==> src/core/pclk_map.svh <==
`ifndef PCLK_MAP_SVH
`define PCLK_MAP_SVH
`define PCLK_ADDR_SRC 8'h00
`define PCLK_ADDR_ENDIV 8'h04
`define PCLK_ADDR_PIN 8'h08
`define PCLK_ADDR_STAT 8'h0c
`define PCLK_SRC_MASK 8'h03
`define PCLK_ENDIV_MASK 8'h87
`define PCLK_PIN_MASK 8'h01
`define PCLK_REG_RST 8'h00
`define PCLK_EN_BIT 7
`define PCLK_DIV_HI 2
`define PCLK_DIV_LO 0
`define PCLK_SRC_HI 1
`define PCLK_SRC_LO 0
`define PCLK_SYS4_LAST 2'h3
`define PCLK_RESP_OKAY 2'h0
`define PCLK_RESP_SLVERR 2'h2
`endif

==> src/core/pclk_pkg.sv <==
package pclk_pkg;
  typedef enum logic [1:0] {
    PCLK_SRC_SYS = 2'h0,
    PCLK_SRC_SYS4 = 2'h1,
    PCLK_SRC_TB = 2'h2,
    PCLK_SRC_HS = 2'h3
  } pclk_src_t;

  typedef struct packed {
    logic awvalid;
    logic [7:0] awaddr;
    logic wvalid;
    logic [31:0] wdata;
    logic [3:0] wstrb;
    logic bready;
    logic arvalid;
    logic [7:0] araddr;
    logic rready;
  } pclk_axi_req_t;

  typedef struct packed {
    logic awready;
    logic wready;
    logic bvalid;
    logic [1:0] bresp;
    logic arready;
    logic rvalid;
    logic [31:0] rdata;
    logic [1:0] rresp;
  } pclk_axi_rsp_t;

  typedef struct packed {
    logic o;
    logic oe;
  } pclk_pin_t;
endpackage

==> src/core/pclk_sync.sv <==
`timescale 1ns/1ns
`default_nettype none
module pclk_sync #(
  parameter int W = 1
) (
  input wire logic aclk,
  input wire logic aresetn,
  input wire logic [W-1:0] d,
  output logic [W-1:0] q
);
  logic [W-1:0] meta_reg;
  logic [W-1:0] meta_next;
  logic [W-1:0] q_next;

  // first stage feeds only the second stage
  always_comb begin
    meta_next = d;
    q_next = meta_reg;
  end

  always_ff @(posedge aclk) begin
    if (!aresetn) begin
      meta_reg <= '0;
      q <= '0;
    end else begin
      meta_reg <= meta_next;
      q <= q_next;
    end
  end
endmodule
`default_nettype wire

==> src/core/pclk_out_ctrl.sv <==
// What this block does
// output clock made from, aligned to, internal clock
// source select 00 sys,01 sys/4,10 timebase,11 oscillator
// divider field n toggles the output every 2**n ticks of the base clock
// output runs only while enable bit is 1
// stopped source in power-down stops the output
// pin carries clock only when pin-share selects it
// unimplemented register bits read as zero
// disabled means counter cleared, output held low
`timescale 1ns/1ns
`default_nettype none
`include "pclk_map.svh"
module pclk_out_ctrl (
  input wire logic aclk,
  input wire logic aresetn,
  input wire pclk_pkg::pclk_axi_req_t axi_req,
  output pclk_pkg::pclk_axi_rsp_t axi_rsp,
  input wire logic time_base_clock,
  input wire logic high_speed_osc_clock,
  input wire logic [3:0] src_off,
  input wire pclk_pkg::pclk_pin_t gpio_drive,
  output pclk_pkg::pclk_pin_t periph_clk_out
);
  // ---------------- register bus ----------------
  pclk_pkg::pclk_axi_rsp_t rsp_next;
  logic [7:0] src_reg, src_next;
  logic [7:0] endiv_reg, endiv_next;
  logic [7:0] pin_reg, pin_next;
  logic aw_full_reg, aw_full_next;
  logic w_full_reg, w_full_next;
  logic [7:0] awaddr_reg, awaddr_next;
  logic [31:0] wdata_reg, wdata_next;
  logic wstrb0_reg, wstrb0_next;
  logic out_reg, out_next;
  logic run_reg, run_next;
  logic [6:0] cnt_reg, cnt_next;

  logic aw_take, w_take, aw_have, w_have, wr_lane;
  logic [7:0] wr_addr;
  logic [7:0] wr_byte;

  always_comb begin
    rsp_next = axi_rsp;
    src_next = src_reg;
    endiv_next = endiv_reg;
    pin_next = pin_reg;
    aw_full_next = aw_full_reg;
    w_full_next = w_full_reg;
    awaddr_next = awaddr_reg;
    wdata_next = wdata_reg;
    wstrb0_next = wstrb0_reg;
    aw_take = axi_req.awvalid && axi_rsp.awready;
    w_take = axi_req.wvalid && axi_rsp.wready;
    aw_have = aw_full_reg || aw_take;
    w_have = w_full_reg || w_take;
    wr_addr = aw_full_reg ? awaddr_reg : axi_req.awaddr;
    wr_byte = w_full_reg ? wdata_reg[7:0] : axi_req.wdata[7:0];
    wr_lane = w_full_reg ? wstrb0_reg : axi_req.wstrb[0];
    if (axi_rsp.bvalid && axi_req.bready) begin
      rsp_next.bvalid = 1'b0;
    end
    if (aw_take) begin
      aw_full_next = 1'b1;
      awaddr_next = axi_req.awaddr;
    end
    if (w_take) begin
      w_full_next = 1'b1;
      wdata_next = axi_req.wdata;
      wstrb0_next = axi_req.wstrb[0];
    end
    if (aw_have && w_have && !axi_rsp.bvalid) begin
      aw_full_next = 1'b0;
      w_full_next = 1'b0;
      rsp_next.bvalid = 1'b1;
      rsp_next.bresp = `PCLK_RESP_OKAY;
      // masking on write keeps the unimplemented bits at zero
      case (wr_addr)
        `PCLK_ADDR_SRC: begin
          if (wr_lane) src_next = wr_byte & `PCLK_SRC_MASK;
        end
        `PCLK_ADDR_ENDIV: begin
          if (wr_lane) endiv_next = wr_byte & `PCLK_ENDIV_MASK;
        end
        `PCLK_ADDR_PIN: begin
          if (wr_lane) pin_next = wr_byte & `PCLK_PIN_MASK;
        end
        `PCLK_ADDR_STAT: begin
          rsp_next.bresp = `PCLK_RESP_OKAY;
        end
        default: begin
          rsp_next.bresp = `PCLK_RESP_SLVERR;
        end
      endcase
    end
    rsp_next.awready = !aw_full_next && !rsp_next.bvalid;
    rsp_next.wready = !w_full_next && !rsp_next.bvalid;
    if (axi_rsp.rvalid && axi_req.rready) begin
      rsp_next.rvalid = 1'b0;
    end
    if (axi_req.arvalid && axi_rsp.arready) begin
      rsp_next.rvalid = 1'b1;
      rsp_next.rresp = `PCLK_RESP_OKAY;
      rsp_next.rdata = '0;
      case (axi_req.araddr)
        `PCLK_ADDR_SRC: rsp_next.rdata[7:0] = src_reg;
        `PCLK_ADDR_ENDIV: rsp_next.rdata[7:0] = endiv_reg;
        `PCLK_ADDR_PIN: rsp_next.rdata[7:0] = pin_reg;
        `PCLK_ADDR_STAT: rsp_next.rdata[7:0] = {6'h00, run_reg, out_reg};
        default: rsp_next.rresp = `PCLK_RESP_SLVERR;
      endcase
    end
    rsp_next.arready = !rsp_next.rvalid;
  end

  always_ff @(posedge aclk) begin
    if (!aresetn) begin
      axi_rsp <= '0;
      src_reg <= `PCLK_REG_RST;
      endiv_reg <= `PCLK_REG_RST;
      pin_reg <= `PCLK_REG_RST;
      aw_full_reg <= 1'b0;
      w_full_reg <= 1'b0;
      awaddr_reg <= '0;
      wdata_reg <= '0;
      wstrb0_reg <= 1'b0;
    end else begin
      axi_rsp <= rsp_next;
      src_reg <= src_next;
      endiv_reg <= endiv_next;
      pin_reg <= pin_next;
      aw_full_reg <= aw_full_next;
      w_full_reg <= w_full_next;
      awaddr_reg <= awaddr_next;
      wdata_reg <= wdata_next;
      wstrb0_reg <= wstrb0_next;
    end
  end

  // ---------------- clock generation ----------------
  // external clocks and power-down flags come from other domains
  logic [5:0] sync_q;
  pclk_sync #(.W(6)) u_sync (
    .aclk(aclk),
    .aresetn(aresetn),
    .d({src_off, high_speed_osc_clock, time_base_clock}),
    .q(sync_q)
  );

  pclk_pkg::pclk_src_t src_sel;
  pclk_pkg::pclk_pin_t pin_next_v;
  logic [1:0] pre_reg, pre_next;
  logic tb_d_reg, tb_d_next, hs_d_reg, hs_d_next;
  logic tick, en_bit, src_stopped;
  logic [2:0] div_sel;
  logic [6:0] lim;

  always_comb begin
    src_sel = pclk_pkg::pclk_src_t'(src_reg[`PCLK_SRC_HI:`PCLK_SRC_LO]);
    div_sel = endiv_reg[`PCLK_DIV_HI:`PCLK_DIV_LO];
    en_bit = endiv_reg[`PCLK_EN_BIT];
    // each tick is one edge of the base clock, so div 0 toggles per tick
    lim = (7'h01 << div_sel) - 7'h01;
    pre_next = pre_reg + 2'h1;
    tb_d_next = sync_q[0];
    hs_d_next = sync_q[1];
    src_stopped = sync_q[2 + src_sel];
    case (src_sel)
      pclk_pkg::PCLK_SRC_SYS: tick = 1'b1;
      pclk_pkg::PCLK_SRC_SYS4: tick = (pre_reg == `PCLK_SYS4_LAST);
      pclk_pkg::PCLK_SRC_TB: tick = sync_q[0] ^ tb_d_reg;
      pclk_pkg::PCLK_SRC_HS: tick = sync_q[1] ^ hs_d_reg;
      default: tick = 1'b0;
    endcase
    run_next = en_bit && !src_stopped;
    cnt_next = cnt_reg;
    out_next = out_reg;
    if (!run_next) begin
      cnt_next = 7'h00;
      out_next = 1'b0;
    end else if (tick) begin
      if (cnt_reg >= lim) begin
        cnt_next = 7'h00;
        out_next = !out_reg;
      end else begin
        cnt_next = cnt_reg + 7'h01;
      end
    end
    // pin stays a plain gpio unless routed to the clock
    if (pin_reg[0]) begin
      pin_next_v.o = out_reg;
      pin_next_v.oe = 1'b1;
    end else begin
      pin_next_v = gpio_drive;
    end
  end

  always_ff @(posedge aclk) begin
    if (!aresetn) begin
      pre_reg <= 2'h0;
      tb_d_reg <= 1'b0;
      hs_d_reg <= 1'b0;
      run_reg <= 1'b0;
      cnt_reg <= 7'h00;
      out_reg <= 1'b0;
      periph_clk_out <= '0;
    end else begin
      pre_reg <= pre_next;
      tb_d_reg <= tb_d_next;
      hs_d_reg <= hs_d_next;
      run_reg <= run_next;
      cnt_reg <= cnt_next;
      out_reg <= out_next;
      periph_clk_out <= pin_next_v;
    end
  end
endmodule
`default_nettype wire

==> config.mk <==
export PLATFORM = sky130hd
export DESIGN_NAME = pclk_out_ctrl
export DESIGN_NICKNAME = d
export VERILOG_FILES = /design/src/core/pclk_pkg.sv /design/src/core/pclk_sync.sv /design/src/core/pclk_out_ctrl.sv
export VERILOG_INCLUDE_DIRS = /design/src /design/src/core
export SDC_FILE = /design/constraint.sdc
export NUM_CORES = 1
export LEC_CHECK = 0
export BUFFER_PORTS_ARGS = -buffer_cell sky130_fd_sc_hd__buf_2
export CAP_MARGIN = 20
export CORE_MARGIN = 2
export CORE_UTILIZATION = 40
export CTS_BUF_LIST = sky130_fd_sc_hd__clkbuf_8 sky130_fd_sc_hd__clkbuf_16
export DETAILED_ROUTE_END_ITERATION = 10
export PLACE_DENSITY = 0.63
export SLEW_MARGIN = 0
export SYNTH_ARGS = -nofsm -noshare
export SYNTH_HDL_FRONTEND = slang
export SYNTH_HIERARCHICAL = 1
export SYNTH_SLANG_ARGS = --single-unit
==> constraint.sdc <==
create_clock -name aclk -period 6.5 [get_ports aclk]
set_input_delay 1.3 -clock aclk [delete_from_list [all_inputs] [get_ports aclk]]
set_output_delay 1.3 -clock aclk [all_outputs]
set_load 0.05 [all_outputs]
Yosys cells after proc, flatten, opt, wreduce, memory -nomap -nowiden
Cells that the tools add are included.
W data, S select, Z words.
{"block": "word_totals", "regBits": 70, "inputBits": 67, "output_inout_bits": 43, "word_cells": 93}
{"block": "classes", "add_sub_neg": 4, "n_lt_le_gt_ge": 2, "eq_ne": 10, "shift": 1, "muxes": 19, "bitwise_logic": 2, "n_reduce_logical": 29}
{"cell": "$mux W35", "n": 1}
{"cell": "$eq A8 B4 Y1 const B", "n": 4}
{"cell": "$pmux W8 S4", "n": 1}
{"cell": "$eq A8 B3 Y1 const B", "n": 2}
{"cell": "$logic_not A8 Y1", "n": 2}
{"cell": "$mux W8", "n": 2}
{"cell": "$logic_and A1 B1 Y1", "n": 10}
{"cell": "$reduce_and A3 Y1", "n": 3}
{"cell": "$mux W1", "n": 8}
{"cell": "$reduce_or A4 Y1", "n": 2}
{"cell": "$add A7 B1 Y7 const B", "n": 1}
{"cell": "$ge A7 B7 Y1", "n": 1}
{"cell": "$logic_not A1 Y1", "n": 7}
{"cell": "$mux W7", "n": 1}
{"cell": "$shl A1 B3 Y7 const A", "n": 1}
{"cell": "$sub A7 B1 Y7 const B", "n": 1}
{"cell": "$eq A2 B2 Y1 const B", "n": 3}
{"cell": "$mux W2", "n": 3}
{"cell": "$lt A3 B4 Y1 const B", "n": 1}
{"cell": "$pmux W1 S4", "n": 1}
{"cell": "$reduce_and A2 Y1", "n": 2}
{"cell": "$add A2 B2 Y3 const A", "n": 1}
{"cell": "$bmux W1 S3", "n": 1}
{"cell": "$mux W3", "n": 1}
{"cell": "5 further kinds", "n": 7}

Logic depth before layout (Yosys ltp)
{"block": "logic_depth", "ltp_word": 7, "mapped_depth": 14, "mapped_depth_nobuf": 12}

Modules after synthesis
The synthesis kept the hierarchy.
{"mod": "pclk_out_ctrl", "instances": 1, "cells_each": 282, "area_per_inst_um2": 2558.7}
{"mod": "pclk_sync", "instances": 1, "cells_each": 25, "area_per_inst_um2": 336.6}

Worst setup path after synthesis
Ideal clock, no wire load.
{"block": "synth_path", "path_type": "reg2reg", "startpoint": "reg endiv_reg[0]", "endpoint": "reg cnt_reg[3]", "setup_ns": 0.072, "arrival_ns": 2.624, "required_time_ns": 6.428, "slack_ns": 3.804, "path_stages_with_launch": 14, "cell_sequence": "dfxtp_1 clkbuf_1 or3_1 ha_1 clkbuf_1 xor2_1 nor2_1 a21oi_1 ha_1 and3_1 a221oi_1 o21a_1 o21ai_1 a21oi_1"}
{"block": "synth_between", "elab_chain_len": 4}
{"element": "from (decl)", "line_no": "pclk_out_ctrl.sv:27", "rtl": "logic [7:0] endiv_reg, endiv_next;"}
{"element": "from (signal assigned)", "line_no": "pclk_out_ctrl.sv:119", "rtl": "endiv_reg <= `PCLK_REG_RST;"}
{"element": "from (signal assigned)", "line_no": "pclk_out_ctrl.sv:129", "rtl": "endiv_reg <= endiv_next;"}
{"element": "$shl A1 B3 Y7", "line_no": "pclk_out_ctrl.sv:162", "rtl": "lim = (7'h01 << div_sel) - 7'h01;"}
{"element": "$sub A7 B1 Y7", "line_no": "pclk_out_ctrl.sv:162"}
{"element": "$ge A7 B7 Y1", "line_no": "pclk_out_ctrl.sv:181", "rtl": "if (cnt_reg >= lim) begin"}
{"element": "$mux W7", "line_no": "pclk_out_ctrl.sv:181"}
{"element": "to (signal assigned)", "line_no": "pclk_out_ctrl.sv:211", "rtl": "cnt_reg <= cnt_next;"}
{"element": "to (decl)", "line_no": "pclk_out_ctrl.sv:36", "rtl": "logic [6:0] cnt_reg, cnt_next;"}
No other way between the ends.
A chain may end at the register's enable or synchronous reset.

Final worst setup path
Ends and elaborated chain as after synthesis.

==> run_results.csv <==
group,metric,value,unit
synth,synth_top_area_cell,"dfxtp_1",
final_layout,final_cell_mix,"dfxtp_1, buf_2, nand2_1, conb_1, nand3_1",
timing,hold_viol,0,
detailed_routing,top_layer,"met4",
timing,rsz0062_at_grt,"no",
cts,cts-root-buf,"clkbuf_8",
timing,maxSlewHeadroom,0.4963,
global_routing,grt_pass1_vias,1814,
cts,clk_pin_slew,0.07,ns
setup_path,worst_path_largest_cell_delay,0.42,ns
timing,period_needed,2.813,ns
cts,cts.sinks,60,
synth,synthArstFlopShare,0,
timing,max_freq,0.3555,GHz
synth,synth.yosys.seq_area_share,0.4149,
detailed_routing,m1WireLength,2.463,mm
power_and_ir_drop,leakagePower,0.001378,µW
setup_path,crit_start,"endiv_reg[0]",
outcome,status,"completed",
detailed_routing,routed_via_density,4.634,
setup_path,required,6.76,ns
detailed_routing,wl_per_cell,10.98,µm
synth,ys_dominant_reg_cell,"dfxtp_1",
final_layout,final_nets,429,
cts,post-cts-setup-buffers,0,
synth,synth_edf_count,0,
power_and_ir_drop,switchingPower,229.2,µW
floorplanning,fp.coreArea,7137,µm²
setup_path,critical_path_class,"flip-flop to flip-flop",
synth,ys_ff_latch,60,
setup_path,start_kind,"flip-flop",
place,gp_congestion,0.7896,
synth,yosysTopAreaCellShare,0.4149,
detailed_routing,num_vias,2113,
floorplanning,fp.dieW,89.08,µm
setup_path,r2r-start,"endiv_reg[0]",
power_and_ir_drop,p_total,835.7,µW
power_and_ir_drop,clockPowerShare,0.399,
power_and_ir_drop,p_int,606.4,µW
floorplanning,io_pins,110,
global_routing,grt_pass1_wl,8.114,mm
timing,fin_setup_tns,0,ns
synth,synth_area,2895,µm²
detailed_routing,first_pass_iters,4,
job,maxCapViolations,0,
synth,syn_avg_cell_area,9.431,µm²
cts,cts_made_buffers,9,
power_and_ir_drop,power_frac_seq,0.471,
cts,cts_max_level,3,
cts,ctsHoldBuffers,0,
floorplanning,num_rows,31,
timing,setup_violations,0,
final_layout,diodes,0,
global_routing,overflow,0,
detailed_routing,wl,5.006,mm
final_layout,synthToLayoutAreaGrowth,13.40,%
detailed_routing,ant_nets,0,
timing,tightest_slew,0.7556,ns
synth,yosys_warnings,6,
synth,synth.distinct_cells,45,
detailed_routing,dr_wl_met3,304,µm
final_layout,largest_register_ffs,11,
cts,clock_latency,0.34,ns
power_and_ir_drop,power_density,254.5,nW/µm²
detailed_routing,dr_wl_met2,2.190,mm
detailed_routing,first_iter_violations,60,
setup_path,critPathArrivalTime,3.07,ns
final_layout,fillCellCount,734,
final_layout,final_layout_size_suffix_gt1_frac,0.2297,
floorplanning,start_util,0.4057,
detailed_routing,route.detailed.drc,0,
place,portBuffers,48,
setup_path,path_cells,"or3_1 -> ha_1 -> xor2_1 -> nor2_1 -> a21oi_1 -> ha_1 -> and3_1 -> a221oi_1 -> o21a_1 -> o21ai_1 -> a21oi_1",
cts,postCtsResizedCells,0,
timing,finalCritPeriodShare,0.4327,
synth,postSynthCellCount,307,
global_routing,grt_max_degree,55,
hold_path,min_path_type,"flip-flop to flip-flop",
cts,clockBufferDepth,2,
power_and_ir_drop,swShare,0.2743,
global_routing,antenna_found_initial,0,
global_routing,track_usage,0.1341,
power_and_ir_drop,vdd_ir_drop_max,157.1,µV
cts,cts_tree,"done",
setup_path,end_kind,"flip-flop",
timing,clock_skew,0.01223,ns
timing,drv_slew,0,
synth,yosys-top-cells-area,"dfxtp_1, buf_4, mux2i_1",
setup_path,path_max_fanout,8,
floorplanning,die_area,7934,µm²
floorplanning,dieHeight,89.08,µm
place,hpwl,3.654,mm
hold_path,hp-start,"pre_reg[0]",
setup_path,cp_slowest_cell,"or3_1",
power_and_ir_drop,p_comb_frac,0.130,
final_layout,final_common_cell,"dfxtp_1",
==> cell families after synthesis <==
| logic type | Yosys count | share of synthesized area |
|---|---|---|
| DFF | 60 | 0.4149 |
| and+or+nand+nor | 112 | 0.2113 |
| adders and majority gates | 10 | 0.04322 |
| AOI/OAI and AO/OA | 50 | 0.1292 |
| other | 1 | 0.001295 |
| buffers and inverters | 47 | 0.1046 |
| muxes | 18 | 0.06828 |
| xor gates and xnor gates | 9 | 0.02722 |
==> power groups by stage <==
| stage | clock network (µW) | logic [µW] | registers (µW) |
|---|---|---|---|
| after floorplan | 0 | 91.2 | 411 |
| after global placement | 0 | 108 | 401 |
| after detailed placement | 0 | 109 | 402 |
| after CTS | 345 | 109 | 393 |
| after global routing | 363 | 118 | 395 |
| final | 334 | 109 | 393 |
==> layer usage <==
metal | global-route usage | vias to the layer above
met5 | 0 | -
met4 | 0.05292 | 0
met3 | 0.05448 | 4
met2 | 0.1961 | 58
met1 | 0.1768 | 965
li1 | - | 1086
==> cell usage after synthesis, types with 6 or more instances <==
| cell type | count |
|---|---|
| ha_1 | 10 |
| nand3_1 | 17 |
| a21oi_1 | 7 |
| nand2b_1 | 6 |
| and2_1 | 7 |
| mux2i_1 | 13 |
| clkbuf_1 | 9 |
| nand2_1 | 30 |
| nor2_1 | 12 |
| and2_2 | 8 |
| a21boi_0 | 16 |
| buf_4 | 31 |
| dfxtp_1 | 60 |
| nor2b_1 | 9 |
==> through the flow <==
stage / setup slack [ns] / hold slack [ns] / cell area [µm²] / cells / util
3_3_place_gp: 3.507 / 0.4160 / 3080 / 440 / 0.4316
3_5_place_dp: 3.483 / 0.4179 / 3080 / 440 / 0.4316
6_report: 3.687 / 0.4249 / 3283 / 456 / 0.4600
2_1_floorplan: 3.804 / 0.3984 / 3004 / 336 / -
4_1_cts: 3.684 / 0.4285 / 3283 / 456 / 0.4600
5_1_grt: 3.489 / 0.4430 / 3283 / 456 / 0.4600
==> cell type report <==
cell class	count	area (µm²)	area share
Clock inverter	5	51.30	0.01562
Multi-Input combinational cell	229	1500	0.4569
Clock buffer	11	151.4	0.04611
Tap cell	99	123.9	0.03773
Inverter	4	15.01	0.004573
Timing Repair Buffer	48	240.2	0.07317
Sequential cell	60	1201	0.3659
==> worst paths after layout <==
kind                            cells after the start          to  slack, ns
worst min register to register                      1  pre_reg[0]       0.42
worst min-delay path                                1  pre_reg[0]       0.42
worst max register to register                     11  cnt_reg[3]       3.69
worst max-delay path                               11  cnt_reg[3]       3.69
==> worst max-delay path, delay by kind of cell (launching register included) <==
family / cells / cell delay (ns)
adder cells (fa/ha/maj): 2 / 0.57
AO/OA/AOI/OAI: 5 / 0.89
flip-flops: 1 / 0.39
XOR/XNOR: 1 / 0.16
AND/OR/NAND/NOR: 3 / 0.72
Note: power is estimated with default switching activity, not from simulation.
